## src/nibble_gpio_map.vh

```
// constants for the nibble i/o port block
// Behaviour
// - after reset, io_port_one and io_port_two pins are inputs, drivers off.
// - drive_type_sel bits 0/1 pick push-pull or open-drain for ports one/two.
// - dir_one bit n: 0 output, 1 input; resets to all ones.
// - dir_two bit n: 0 output, 1 input; resets to all ones.
// - dir_three bit n: 0 output, 1 input; resets to all ones.
// - dir_four bit n: 0 output, 1 input, per pin.
// - ports three and four reset to input and drive push-pull only.
// - port read returns pin levels; port write loads the output latch.
// - led_port_mode bit 1 picks latch output or serial port on led pins.
// - led_port_mode bit 3 picks serial rate clock/2 or clock/256.
// - port three change releases hold or interrupts only if all enables are set.
// - pin_change_enable bit n gates the event from port three pin n; the log records every pin.
// - pin changes go into a readable pin_change_log, cleared by instruction.
// - accepted interrupt clears event flag; log kept until clear, enable write, reset.
// - falling edge on a stop_wake_select pin of port three leaves stop.
// - io_port_four is plain i/o, no wake, interrupt or alternate use.
// - serial mode pins 0..3 are data out, clock out, data in, clock in.
// - log bit n is set when pin n of port three changes level.
`ifndef NIBBLE_GPIO_MAP_VH
`define NIBBLE_GPIO_MAP_VH

// write targets
`define WR_DRIVE_TYPE      4'h0
`define WR_DIR_ONE         4'h1
`define WR_DIR_TWO         4'h2
`define WR_LED_MODE        4'h3
`define WR_DIR_THREE       4'h4
`define WR_DIR_FOUR        4'h5
`define WR_CHANGE_ENABLE   4'h6
`define WR_STOP_WAKE_SEL   4'h7
`define WR_LATCH_ONE       4'h8
`define WR_LATCH_TWO       4'h9
`define WR_LATCH_THREE     4'hA
`define WR_LATCH_FOUR      4'hB
`define WR_LATCH_INTERNAL  4'hC

// read targets
`define RD_PORT_ONE        3'h0
`define RD_PORT_TWO        3'h1
`define RD_PORT_THREE      3'h2
`define RD_PORT_FOUR       3'h3
`define RD_CHANGE_LOG      3'h4

// field positions
`define DRV_OD_ONE_BIT     0
`define DRV_OD_TWO_BIT     1
`define LED_SERIAL_BIT     1
`define LED_SLOW_RATE_BIT  3
`define SER_DOUT_PIN       0
`define SER_SERIAL_CLK_OUT_PIN       1
`define SER_DIN_PIN        2
`define SER_SERIAL_CLK_IN_PIN       3

// reset values
`define DIR_RESET          4'hF
`define DRIVE_RESET        4'h0
`define LED_MODE_RESET     4'h0
`define ENABLE_RESET       4'h0
`define LATCH_RESET        4'h0

// serial rate divisors
`define SER_DIV_FAST       9'h002
`define SER_DIV_SLOW       9'h100

`endif

```

## src/_end_placeholder_unused.v

```verilog
// spare file, holds no logic

```

## src/nibble_sync.v

```verilog
// two-stage synchroniser for a group of pin inputs
`timescale 1ns/1ps
`default_nettype none
module nibble_sync #(
   parameter WIDTH = 4
) (
   input  wire             clk_in,
   input  wire             reset_n_in,
   input  wire [WIDTH-1:0] async_in,
   output reg  [WIDTH-1:0] sync_out
);
   reg [WIDTH-1:0] meta_reg;

   // first stage feeds only the second stage
   always @(posedge clk_in or negedge reset_n_in) begin
      if (!reset_n_in) begin
         meta_reg <= {WIDTH{1'b0}};
         sync_out <= {WIDTH{1'b0}};
      end else begin
         meta_reg <= async_in;
         sync_out <= meta_reg;
      end
   end
endmodule
`default_nettype wire

```

## src/nibble_gpio_ports.v

```verilog
// four nibble i/o ports, led output port mode and port change detection
`timescale 1ns/1ps
`default_nettype none
`include "nibble_gpio_map.vh"
module nibble_gpio_ports #(
   parameter WIDTH = 4
) (
   input  wire             clk_in,
   input  wire             reset_n_in,
   // instruction side
   input  wire             wr_en_in,
   input  wire [3:0]       wr_sel_in,
   input  wire [WIDTH-1:0] wr_data_in,
   input  wire             rd_en_in,
   input  wire [2:0]       rd_sel_in,
   output reg  [WIDTH-1:0] rd_data_out,
   input  wire             log_clear_in,
   input  wire             irq_ack_in,
   input  wire             hold_wake_enable_in,
   input  wire             irq_enable_in,
   output reg              event_flag_out,
   output reg              irq_req_out,
   output reg              hold_release_out,
   output reg              stop_wake_out,
   // serial engine side
   input  wire             serial_data_out_in,
   input  wire             serial_clk_out_in,
   output reg              serial_data_in_out,
   output reg              serial_clk_in_out,
   output reg              serial_mode_out,
   output reg              serial_tick_out,
   // io_port_one
   input  wire [WIDTH-1:0] port_one_in,
   output reg  [WIDTH-1:0] port_one_out,
   output reg  [WIDTH-1:0] port_one_oe_out,
   // io_port_two
   input  wire [WIDTH-1:0] port_two_in,
   output reg  [WIDTH-1:0] port_two_out,
   output reg  [WIDTH-1:0] port_two_oe_out,
   // io_port_three_wake
   input  wire [WIDTH-1:0] port_three_in,
   output reg  [WIDTH-1:0] port_three_out,
   output reg  [WIDTH-1:0] port_three_oe_out,
   // io_port_four
   input  wire [WIDTH-1:0] port_four_in,
   output reg  [WIDTH-1:0] port_four_out,
   output reg  [WIDTH-1:0] port_four_oe_out,
   // led_output_port
   input  wire [WIDTH-1:0] led_port_in,
   output reg  [WIDTH-1:0] led_port_out,
   output reg  [WIDTH-1:0] led_port_oe_out,
   output reg  [WIDTH-1:0] led_pullup_out
);

   // ************************************************************
   // functions
   // ************************************************************

   // pin level driven for a given latch and drive type
   function [WIDTH-1:0] drive_level;
      input [WIDTH-1:0] latch;
      input             open_drain;
      begin
         drive_level = open_drain ? {WIDTH{1'b0}} : latch;
      end
   endfunction

   // enable: open drain only pulls low, so a latch one releases the pin
   function [WIDTH-1:0] drive_enable;
      input [WIDTH-1:0] latch;
      input [WIDTH-1:0] dir;
      input             open_drain;
      begin
         drive_enable = open_drain ? (~dir & ~latch) : ~dir;
      end
   endfunction

   // ************************************************************
   // mode registers and output latches
   // ************************************************************

   reg [WIDTH-1:0] drive_type_sel_reg;
   reg [WIDTH-1:0] dir_one_reg;
   reg [WIDTH-1:0] dir_two_reg;
   reg [WIDTH-1:0] led_port_mode_reg;
   reg [WIDTH-1:0] dir_three_reg;
   reg [WIDTH-1:0] dir_four_reg;
   reg [WIDTH-1:0] pin_change_enable_reg;
   reg [WIDTH-1:0] stop_wake_select_reg;
   reg [WIDTH-1:0] latch_one_reg;
   reg [WIDTH-1:0] latch_two_reg;
   reg [WIDTH-1:0] latch_three_reg;
   reg [WIDTH-1:0] latch_four_reg;
   reg [WIDTH-1:0] internal_latch_out_reg;

   wire enable_write;
   assign enable_write = wr_en_in && (wr_sel_in == `WR_CHANGE_ENABLE);

   always @(posedge clk_in or negedge reset_n_in) begin
      if (!reset_n_in) begin
         drive_type_sel_reg     <= `DRIVE_RESET;
         dir_one_reg            <= `DIR_RESET;
         dir_two_reg            <= `DIR_RESET;
         led_port_mode_reg      <= `LED_MODE_RESET;
         dir_three_reg          <= `DIR_RESET;
         dir_four_reg           <= `DIR_RESET;
         pin_change_enable_reg  <= `ENABLE_RESET;
         stop_wake_select_reg   <= `ENABLE_RESET;
         latch_one_reg          <= `LATCH_RESET;
         latch_two_reg          <= `LATCH_RESET;
         latch_three_reg        <= `LATCH_RESET;
         latch_four_reg         <= `LATCH_RESET;
         internal_latch_out_reg <= `LATCH_RESET;
      end else if (wr_en_in) begin
         case (wr_sel_in)
            `WR_DRIVE_TYPE: begin
               drive_type_sel_reg <= wr_data_in;
            end
            `WR_DIR_ONE: begin
               dir_one_reg <= wr_data_in;
            end
            `WR_DIR_TWO: begin
               dir_two_reg <= wr_data_in;
            end
            `WR_LED_MODE: begin
               led_port_mode_reg <= wr_data_in;
            end
            `WR_DIR_THREE: begin
               dir_three_reg <= wr_data_in;
            end
            `WR_DIR_FOUR: begin
               dir_four_reg <= wr_data_in;
            end
            `WR_CHANGE_ENABLE: begin
               pin_change_enable_reg <= wr_data_in;
            end
            `WR_STOP_WAKE_SEL: begin
               stop_wake_select_reg <= wr_data_in;
            end
            `WR_LATCH_ONE: begin
               latch_one_reg <= wr_data_in;
            end
            `WR_LATCH_TWO: begin
               latch_two_reg <= wr_data_in;
            end
            `WR_LATCH_THREE: begin
               latch_three_reg <= wr_data_in;
            end
            `WR_LATCH_FOUR: begin
               latch_four_reg <= wr_data_in;
            end
            `WR_LATCH_INTERNAL: begin
               internal_latch_out_reg <= wr_data_in;
            end
            default: begin
               latch_four_reg <= latch_four_reg;
            end
         endcase
      end
   end

   // ************************************************************
   // pin input synchronisers
   // ************************************************************

   wire [WIDTH-1:0] one_sync;
   wire [WIDTH-1:0] two_sync;
   wire [WIDTH-1:0] three_sync;
   wire [WIDTH-1:0] four_sync;
   wire [WIDTH-1:0] led_sync;

   nibble_sync #(.WIDTH(WIDTH)) sync_one (
      .clk_in     (clk_in),
      .reset_n_in (reset_n_in),
      .async_in   (port_one_in),
      .sync_out   (one_sync)
   );

   nibble_sync #(.WIDTH(WIDTH)) sync_two (
      .clk_in     (clk_in),
      .reset_n_in (reset_n_in),
      .async_in   (port_two_in),
      .sync_out   (two_sync)
   );

   nibble_sync #(.WIDTH(WIDTH)) sync_three (
      .clk_in     (clk_in),
      .reset_n_in (reset_n_in),
      .async_in   (port_three_in),
      .sync_out   (three_sync)
   );

   nibble_sync #(.WIDTH(WIDTH)) sync_four (
      .clk_in     (clk_in),
      .reset_n_in (reset_n_in),
      .async_in   (port_four_in),
      .sync_out   (four_sync)
   );

   nibble_sync #(.WIDTH(WIDTH)) sync_led (
      .clk_in     (clk_in),
      .reset_n_in (reset_n_in),
      .async_in   (led_port_in),
      .sync_out   (led_sync)
   );

   // ************************************************************
   // port three change detection
   // ************************************************************

   reg  [WIDTH-1:0] three_prev_reg;
   reg              three_primed_reg;
   reg  [WIDTH-1:0] pin_change_log_reg;
   reg  [WIDTH-1:0] pin_change_log_next;
   wire [WIDTH-1:0] pin_changed;
   wire [WIDTH-1:0] pin_fell;
   wire             qualified_change;

   // the first sample after reset only primes the history, but the synchroniser
   // still holds its reset value then, so a pin high through reset is taken as a change
   // either edge counts
   assign pin_changed = three_primed_reg ?
                        (three_sync ^ three_prev_reg) : {WIDTH{1'b0}};
   assign pin_fell    = three_primed_reg ?
                        (three_prev_reg & ~three_sync) : {WIDTH{1'b0}};
   assign qualified_change = |(pin_changed & pin_change_enable_reg);

   always @(posedge clk_in or negedge reset_n_in) begin
      if (!reset_n_in) begin
         three_prev_reg   <= {WIDTH{1'b0}};
         three_primed_reg <= 1'b0;
      end else begin
         three_prev_reg   <= three_sync;
         three_primed_reg <= 1'b1;
      end
   end

   always @* begin
      pin_change_log_next = pin_change_log_reg;
      // cleared only by clear, enable write or reset
      if (log_clear_in || enable_write) begin
         pin_change_log_next = {WIDTH{1'b0}};
      end
      pin_change_log_next = pin_change_log_next | pin_changed;
   end

   always @(posedge clk_in or negedge reset_n_in) begin
      if (!reset_n_in) begin
         pin_change_log_reg <= {WIDTH{1'b0}};
      end else begin
         pin_change_log_reg <= pin_change_log_next;
      end
   end

   // ************************************************************
   // event flag, interrupt, hold and stop wake
   // ************************************************************

   always @(posedge clk_in or negedge reset_n_in) begin
      if (!reset_n_in) begin
         event_flag_out   <= 1'b0;
         irq_req_out      <= 1'b0;
         hold_release_out <= 1'b0;
         stop_wake_out    <= 1'b0;
      end else begin
         if (qualified_change) begin
            event_flag_out <= 1'b1;
         end else if (irq_ack_in) begin
            event_flag_out <= 1'b0;
         end
         irq_req_out      <= qualified_change && irq_enable_in &&
                             hold_wake_enable_in;
         hold_release_out <= qualified_change && hold_wake_enable_in &&
                             irq_enable_in;
         stop_wake_out    <= |(pin_fell & stop_wake_select_reg);
      end
   end

   // ************************************************************
   // serial rate divider
   // ************************************************************

   reg  [8:0] rate_count_reg;
   wire [8:0] rate_limit;
   wire       serial_mode;

   assign serial_mode = led_port_mode_reg[`LED_SERIAL_BIT];
   assign rate_limit  = led_port_mode_reg[`LED_SLOW_RATE_BIT] ?
                        `SER_DIV_SLOW : `SER_DIV_FAST;

   always @(posedge clk_in or negedge reset_n_in) begin
      if (!reset_n_in) begin
         rate_count_reg  <= 9'h000;
         serial_tick_out <= 1'b0;
      end else if (!serial_mode) begin
         rate_count_reg  <= 9'h000;
         serial_tick_out <= 1'b0;
      end else if (rate_count_reg >= rate_limit - 9'h001) begin
         rate_count_reg  <= 9'h000;
         serial_tick_out <= 1'b1;
      end else begin
         rate_count_reg  <= rate_count_reg + 9'h001;
         serial_tick_out <= 1'b0;
      end
   end

   // ************************************************************
   // pin drivers
   // ************************************************************

   wire od_one;
   wire od_two;

   assign od_one = drive_type_sel_reg[`DRV_OD_ONE_BIT];
   assign od_two = drive_type_sel_reg[`DRV_OD_TWO_BIT];

   always @(posedge clk_in or negedge reset_n_in) begin
      if (!reset_n_in) begin
         port_one_out       <= {WIDTH{1'b0}};
         port_one_oe_out    <= {WIDTH{1'b0}};
         port_two_out       <= {WIDTH{1'b0}};
         port_two_oe_out    <= {WIDTH{1'b0}};
         port_three_out     <= {WIDTH{1'b0}};
         port_three_oe_out  <= {WIDTH{1'b0}};
         port_four_out      <= {WIDTH{1'b0}};
         port_four_oe_out   <= {WIDTH{1'b0}};
         led_port_out       <= {WIDTH{1'b0}};
         led_port_oe_out    <= {WIDTH{1'b0}};
         led_pullup_out     <= {WIDTH{1'b0}};
         serial_mode_out    <= 1'b0;
         serial_data_in_out <= 1'b0;
         serial_clk_in_out  <= 1'b0;
      end else begin
         port_one_out      <= drive_level(latch_one_reg, od_one);
         port_one_oe_out   <= drive_enable(latch_one_reg, dir_one_reg,
                                           od_one);
         port_two_out      <= drive_level(latch_two_reg, od_two);
         port_two_oe_out   <= drive_enable(latch_two_reg, dir_two_reg,
                                           od_two);
         port_three_out    <= latch_three_reg;
         port_three_oe_out <= ~dir_three_reg;
         port_four_out     <= latch_four_reg;
         port_four_oe_out  <= ~dir_four_reg;
         serial_mode_out   <= serial_mode;
         serial_data_in_out <= led_sync[`SER_DIN_PIN];
         serial_clk_in_out  <= led_sync[`SER_SERIAL_CLK_IN_PIN];
         if (serial_mode) begin
            // serial pin map, data in pulled up
            led_port_out    <= {2'b00, serial_clk_out_in,
                                serial_data_out_in};
            led_port_oe_out <= 4'h3;
            led_pullup_out  <= 4'h4;
         end else begin
            led_port_out    <= internal_latch_out_reg;
            led_port_oe_out <= {WIDTH{1'b1}};
            led_pullup_out  <= {WIDTH{1'b0}};
         end
      end
   end

   // ************************************************************
   // read path
   // ************************************************************

   reg [WIDTH-1:0] rd_next;

   always @* begin
      case (rd_sel_in)
         `RD_PORT_ONE: begin
            rd_next = one_sync;
         end
         `RD_PORT_TWO: begin
            rd_next = two_sync;
         end
         `RD_PORT_THREE: begin
            rd_next = three_sync;
         end
         `RD_PORT_FOUR: begin
            rd_next = four_sync;
         end
         `RD_CHANGE_LOG: begin
            rd_next = pin_change_log_reg;
         end
         default: begin
            rd_next = {WIDTH{1'b0}};
         end
      endcase
   end

   always @(posedge clk_in or negedge reset_n_in) begin
      if (!reset_n_in) begin
         rd_data_out <= {WIDTH{1'b0}};
      end else if (rd_en_in) begin
         rd_data_out <= rd_next;
      end
   end

endmodule
`default_nettype wire

```

## config.mk

```make
export PLATFORM = sky130hd
export DESIGN_NAME = nibble_gpio_ports
export DESIGN_NICKNAME = d
export VERILOG_FILES = /design/src/_end_placeholder_unused.v /design/src/nibble_sync.v /design/src/nibble_gpio_ports.v
export VERILOG_INCLUDE_DIRS = /design/src /design/src/src
export SDC_FILE = /design/constraint.sdc
export NUM_CORES = 1
export LEC_CHECK = 0
export BUFFER_PORTS_ARGS = -buffer_cell sky130_fd_sc_hd__buf_2
export CAP_MARGIN = 20
export CELL_PAD_IN_SITES_DETAIL_PLACEMENT = 1
export CELL_PAD_IN_SITES_GLOBAL_PLACEMENT = 1
export CORE_MARGIN = 3
export CORE_UTILIZATION = 40
export DETAILED_ROUTE_END_ITERATION = 16
export HOLD_SLACK_MARGIN = 0.08
export PLACE_DENSITY = 0.72
export RECOVER_POWER = 100
export SETUP_SLACK_MARGIN = 0.3
export SLEW_MARGIN = 20
export SYNTH_ARGS = -nofsm -noshare
export SYNTH_HDL_FRONTEND = slang
export SYNTH_SLANG_ARGS = --single-unit
```

## constraint.sdc

```tcl
create_clock -name clk_in -period 2.1 [get_ports clk_in]
set_input_delay 0.105 -clock clk_in [delete_from_list [all_inputs] [get_ports clk_in]]
set_output_delay 0.105 -clock clk_in [all_outputs]
set_load 0.05 [all_outputs]
```

# Word level (Yosys, flattened, before mapping)

Index checks and enable logic that the tools add are counted.

Logic and storage cells: 122
Output and inout bits: 56
Flip-flop bits (word level): 164

Equality and inequality tests: 16
Magnitude comparators: 1
Muxes and demuxes: 18
Bitwise gates (word level): 14
Reduce and logical (&&, ||, !) cells: 24
$add $sub $neg: 2

Operators by type and width:

| cell                  | count |
|---|---|
| $mux W4               | 9 |
| $not A4 Y4            | 7 |
| $mux W9               | 3 |
| $reduce_and A2 Y1     | 13 |
| $and A4 B4 Y4         | 5 |
| $eq A4 B4 Y1 const B  | 5 |
| $pmux W4 S5           | 1 |
| $eq A4 B3 Y1 const B  | 4 |
| $add A9 B1 Y9 const B | 1 |
| $ge A9 B9 Y1          | 1 |
| $sub A9 B1 Y9 const B | 1 |
| $eq A4 B2 Y1 const B  | 2 |
| $reduce_or A4 Y1      | 2 |
| $eq A3 B2 Y1 const B  | 2 |
| $logic_and A1 B1 Y1   | 5 |
| $eq A4 B1 Y1 const B  | 1 |
| $logic_not A4 Y1      | 1 |
| $mux W1               | 4 |
| $or A4 B4 Y4          | 1 |
| $xor A4 B4 Y4         | 1 |
| $eq A3 B1 Y1 const B  | 1 |
| $eq A3 B3 Y1 const B  | 1 |
| $logic_not A3 Y1      | 1 |
| $mux W3               | 1 |
| 2 further kinds       | 2 |

# Depth between registers and ports, before layout

Word-level depth: 6
Gate-level depth with buffers: 7
Gate-level depth less buffers: 6

# Cells and area by module

From an unflattened synthesis, not the netlist that was laid out.

Cell total of the unflattened synthesis: 368
Area, all modules: 5492.8 sq um

Modules (own cells, without submodules):

| module            | seq. area each (sq um) | area each (sq um) | cells an instance | times used |
|---|---|---|---|---|
| nibble_gpio_ports | 2897.8                 | 4491.8            | 328               | 1 |
| nibble_sync       | 200.2                  | 200.2             | 8                 | 5 |

# Worst setup path after synthesis

No wires, ideal clock.

Path kind: register to register
Start point: register led_port_mode_reg[3]
End point: register rate_count_reg[5]
Slack: 0.201 ns
Stages on the path, launching flop included: 8
Arrival time: 1.830 ns
Path through: dfrtp_1 -> inv_1 -> ha_1 -> a211oi_2 -> nand2_1 -> or4_1 -> buf_6 -> nor2b_2

Word-level cells in the longest chain between the ends: 5

Ends and longest elaborated chain:

| item                     | line                    | source |
|---|---|---|
| start, declared          | nibble_gpio_ports.v:85  | `reg [WIDTH-1:0] led_port_mode_reg;` |
| start signal, assigned   | nibble_gpio_ports.v:104 | `` led_port_mode_reg <= `LED_MODE_RESET; `` |
| start signal, assigned   | nibble_gpio_ports.v:126 | `led_port_mode_reg <= wr_data_in;` |
| $mux W9 (no source line) | -                       |  |
| $sub A9 B1 Y9            | nibble_gpio_ports.v:298 | `end else if (rate_count_reg >= rate_limit - 9'h001) begin` |
| $ge A9 B9 Y1             | nibble_gpio_ports.v:298 |  |
| $mux W9                  | nibble_gpio_ports.v:298 |  |
| $mux W9                  | nibble_gpio_ports.v:295 | `end else if (!serial_mode) begin` |
| end signal, assigned     | nibble_gpio_ports.v:302 | `rate_count_reg <= rate_count_reg + 9'h001;` |
| end, declared            | nibble_gpio_ports.v:283 | `reg [8:0] rate_count_reg;` |

No other way between the ends.
A chain may end at the register's enable or synchronous reset.

# Final worst setup path

Start point: register led_port_mode_reg[3]
End point: register rate_count_reg[2]

Same word-level chain as after synthesis.

==> flow_summary_export.csv <==
group,metric,value,unit
run_status,run_status,"finished clean",
timing,rsz0062_at_grt,"yes",
worst_setup_path,critPathCaptureType,"register",
worst_setup_path,required,2.44,ns
timing,max_freq,0.517,GHz
global_route,grt.busiest_layer,"met2",
final_layout,n_antenna_cell,0,
yosys,ys_seq_elements,151,
placement,hpwl,7090,um
global_route,grt_use_met3,0.0548,
power_and_ir_drop,powerDensity,1200,nW/um2
clock_network,clock_sinks,151,
floorplanning,num_io_pins,97,
timing,relSlewSlack,0.112,
worst_setup_path,worst-path-buf-inv,2,
detailed_routing,ant_nets,0,
clock_network,clock_path_buffers,2,
detailed_routing,drt-initial-drc-count,109,
detailed_routing,routed_wl,11500,um
placement,io_buffers,91,
placement,globalplace.congestion,0.732,
worst_setup_path,worstPathMaxFanout,7,
worst_setup_path,path_cells,"clkinv_4 > clkbuf_1 > ha_4 > a211oi_2 > nand2_1 > or4_4 > nor2_1",
clock_network,clock_latency,0.42,ns
min_path,hp-start,"rd_sel_in[2]",
final_layout,largest_reg_flops,9,
global_route,grt.overflow.total,0,
final_layout,fin_util,0.539,
placement,pre_cts_ws,0.0635,ns
timing,fin_ws,0.167,ns
worst_setup_path,worstSetupPathType,"reg -> reg",
clock_network,cts.clk_slew.worst_paths,0.06,ns
global_route,gr-usage-met2,0.286,
floorplanning,die_w,122,um
yosys,ys_warn_count,0,
floorplanning,coreArea,12900,um2
yosys,synth_cell_type_count,42,
floorplanning,dieArea,14900,um2
clock_network,htreeDepth,4,
timing,worstMarginPinSlew,1.33,ns
worst_setup_path,path_delay_family,"simple AND/OR/NAND/NOR gates",
global_route,grt_pass1_vias,3674,
clock_network,clock-root-buffer,"clkbuf_16",
yosys,syn_area_per_cell,14.7,um2
yosys,synth-seq-area-share,0.704,
worst_setup_path,timing.rr.start,"led_port_mode_reg[3]",
detailed_routing,drc,0,
timing,hold_violations,0,
global_route,use_met1,0.198,
detailed_routing,vias_per_cell,4.77,
worst_setup_path,setup.worst_path.start,"led_port_mode_reg[3]",
final_layout,drive_above_1_share,0.289,
worst_setup_path,rr_endpoint,"rate_count_reg[2]",
power_and_ir_drop,power_leakage,0.00308,uW
floorplanning,start_util,0.419,
yosys,synthCells,366,
final_layout,area_growth,28.6,%
global_route,grt_pass1_wl,18600,um
yosys,netlist_area,5390,um2
timing,skew,0.00696,ns
timing,final.setup.tns,0,ns
min_path,min_to,"rd_data_out[1]",
min_path,holdPathStages,4,
worst_setup_path,reg2reg_slack,0.17,ns
worst_setup_path,cp.arrival,2.28,ns
floorplanning,fp-row-count,41,
worst_setup_path,start_kind,"register",
timing,slew_viol_final,0,
final_layout,fin_nets,556,
yosys,synth_edf_count,0,
detailed_routing,drtPass1Iterations,4,
flow_run,drv_cap,0,
detailed_routing,vias,3279,
yosys,ys_async_sr_fraction,1.00,
timing,setup_violations,0,
worst_setup_path,r2r.worst_path.cells,7,
yosys,synth_flop_cell,"dfrtp_1",
global_route,antenna_found_initial,0,
min_path,worst_hold_path_type,"in -> reg",
clock_network,cts_tree,"built",
timing,period_needed,1.93,ns
global_route,grt_start_max_net_pins,56,
power_and_ir_drop,peakVddDrop,0.610,mV
worst_setup_path,crit_path_max_incr_delay,0.60,ns
floorplanning,die_y,122,um
detailed_routing,avgRoutedWirePerCell,16.7,um
global_route,gr-usage-all-layers,0.167,
timing,fin_crit_sh,0.921,
clock_network,cts_made_buffers,17,
worst_setup_path,critPathSlowestCell,"or4_4",
[worst max-delay path by stage]
stage	to	slack, ns	cells after the start
final	rate_count_reg[2]	0.17	7
after global routing	rate_count_reg[2]	0.07	7
after CTS	rate_count_reg[5]	0.22	6
after detailed placement	rate_count_reg[3]	0.06	6
after global placement	rate_count_reg[3]	0.12	6
after floorplan	rate_count_reg[5]	0.30	7
[synthesized netlist by cell type, types with 5 or more instances]
library cell | n | area share
dfrtp_1 | 135 | 0.63
nand2_1 | 12 | 0.0084
nor2b_1 | 10 | 0.012
nand3b_1 | 5 | 0.0070
ha_1 | 12 | 0.028
a22oi_1 | 7 | 0.0097
nor2_1 | 18 | 0.013
clkbuf_1 | 5 | 0.0035
mux2_2 | 44 | 0.092
a21oi_1 | 15 | 0.014
nand3_1 | 5 | 0.0046
inv_1 | 20 | 0.014
o21ai_0 | 8 | 0.0074
dfstp_2 | 16 | 0.078
buf_4 | 7 | 0.0097
[repair_timing]
action,4_1_cts,5_1_grt
buffers inserted,3,5
hold endpoints to repair,122,0
endpoints found under the setup margin,7,10
pin swaps,9,8
resized for setup,6,10
hold buffers,30,0
[cell type report]
cell class	count	area (um2)
well taps	172	215
inverters	20	80.1
flip-flops and latches	151	3800
repair buffers	131	771
clock buffers	19	433
fillers	1313	5940
multi-input cells	182	1510
clock inverters	13	124
[routing by layer]
| layer | vias to the layer above | routed length (um) |
|---|---|---|
| li1 | 1513 | - |
| met1 | 1669 | 4850 |
| met2 | 83 | 5910 |
| met3 | 14 | 526 |
| met4 | 0 | 173 |
| met5 | - | 0 |
[metrics by stage]
step / instance area [um2] / power, uW / hold slack (ns) / cells
finish: 6930 / 8350 / 0.165 / 688
global route: 6930 / 8750 / 0.184 / 688
CTS: 6960 / 8450 / 0.150 / 683
detailed placement: 6040 / 5440 / 0.0928 / 618
global placement: 6040 / 5380 / 0.0824 / 618
floorplan: 5410 / 4950 / -0.191 / 368
[cell usage in the layout, fill, tap and decap left out, types with 8 or more instances in the layout]
cell,Yosys,routed
nor2b_1,10,10
dlygate4sd3_1,0,30
buf_2,1,32
clkbuf_16,0,17
dfrtp_1,135,135
mux2_2,44,44
clkbuf_1,5,62
a21oi_1,15,15
dfstp_2,16,16
nand2_1,12,12
nor2_1,18,21
inv_1,20,19
o21ai_0,8,8
[tightest hold or removal path: cells and delay by family]
kind	cells	cell delay (ns)
AO/OA/AOI/OAI	2	0.26
buffers and inverters	2	0.18
[where the power goes]
part	switching [uW]	internal (uW)
registers	267	3450
clock network	1220	1640
logic	1250	529
total	2730	5620
[kinds of logic (layout without fill, tap and decap cells)]
kind of cell             after synthesis  after routing  synth area share
multiplexers                          48             48             0.106
XOR/XNOR                               6              6           0.00975
other                                  2              4           0.00139
adder cells (fa/ha/maj)               12             12            0.0278
flip-flops                           151            151             0.704
AO/OA/AOI/OAI                         40             40            0.0471
AND/OR/NAND/NOR                       72             72            0.0724
buffers and inverters                 35            183            0.0309
No activity file was read; power rests on OpenSTA's default activity.
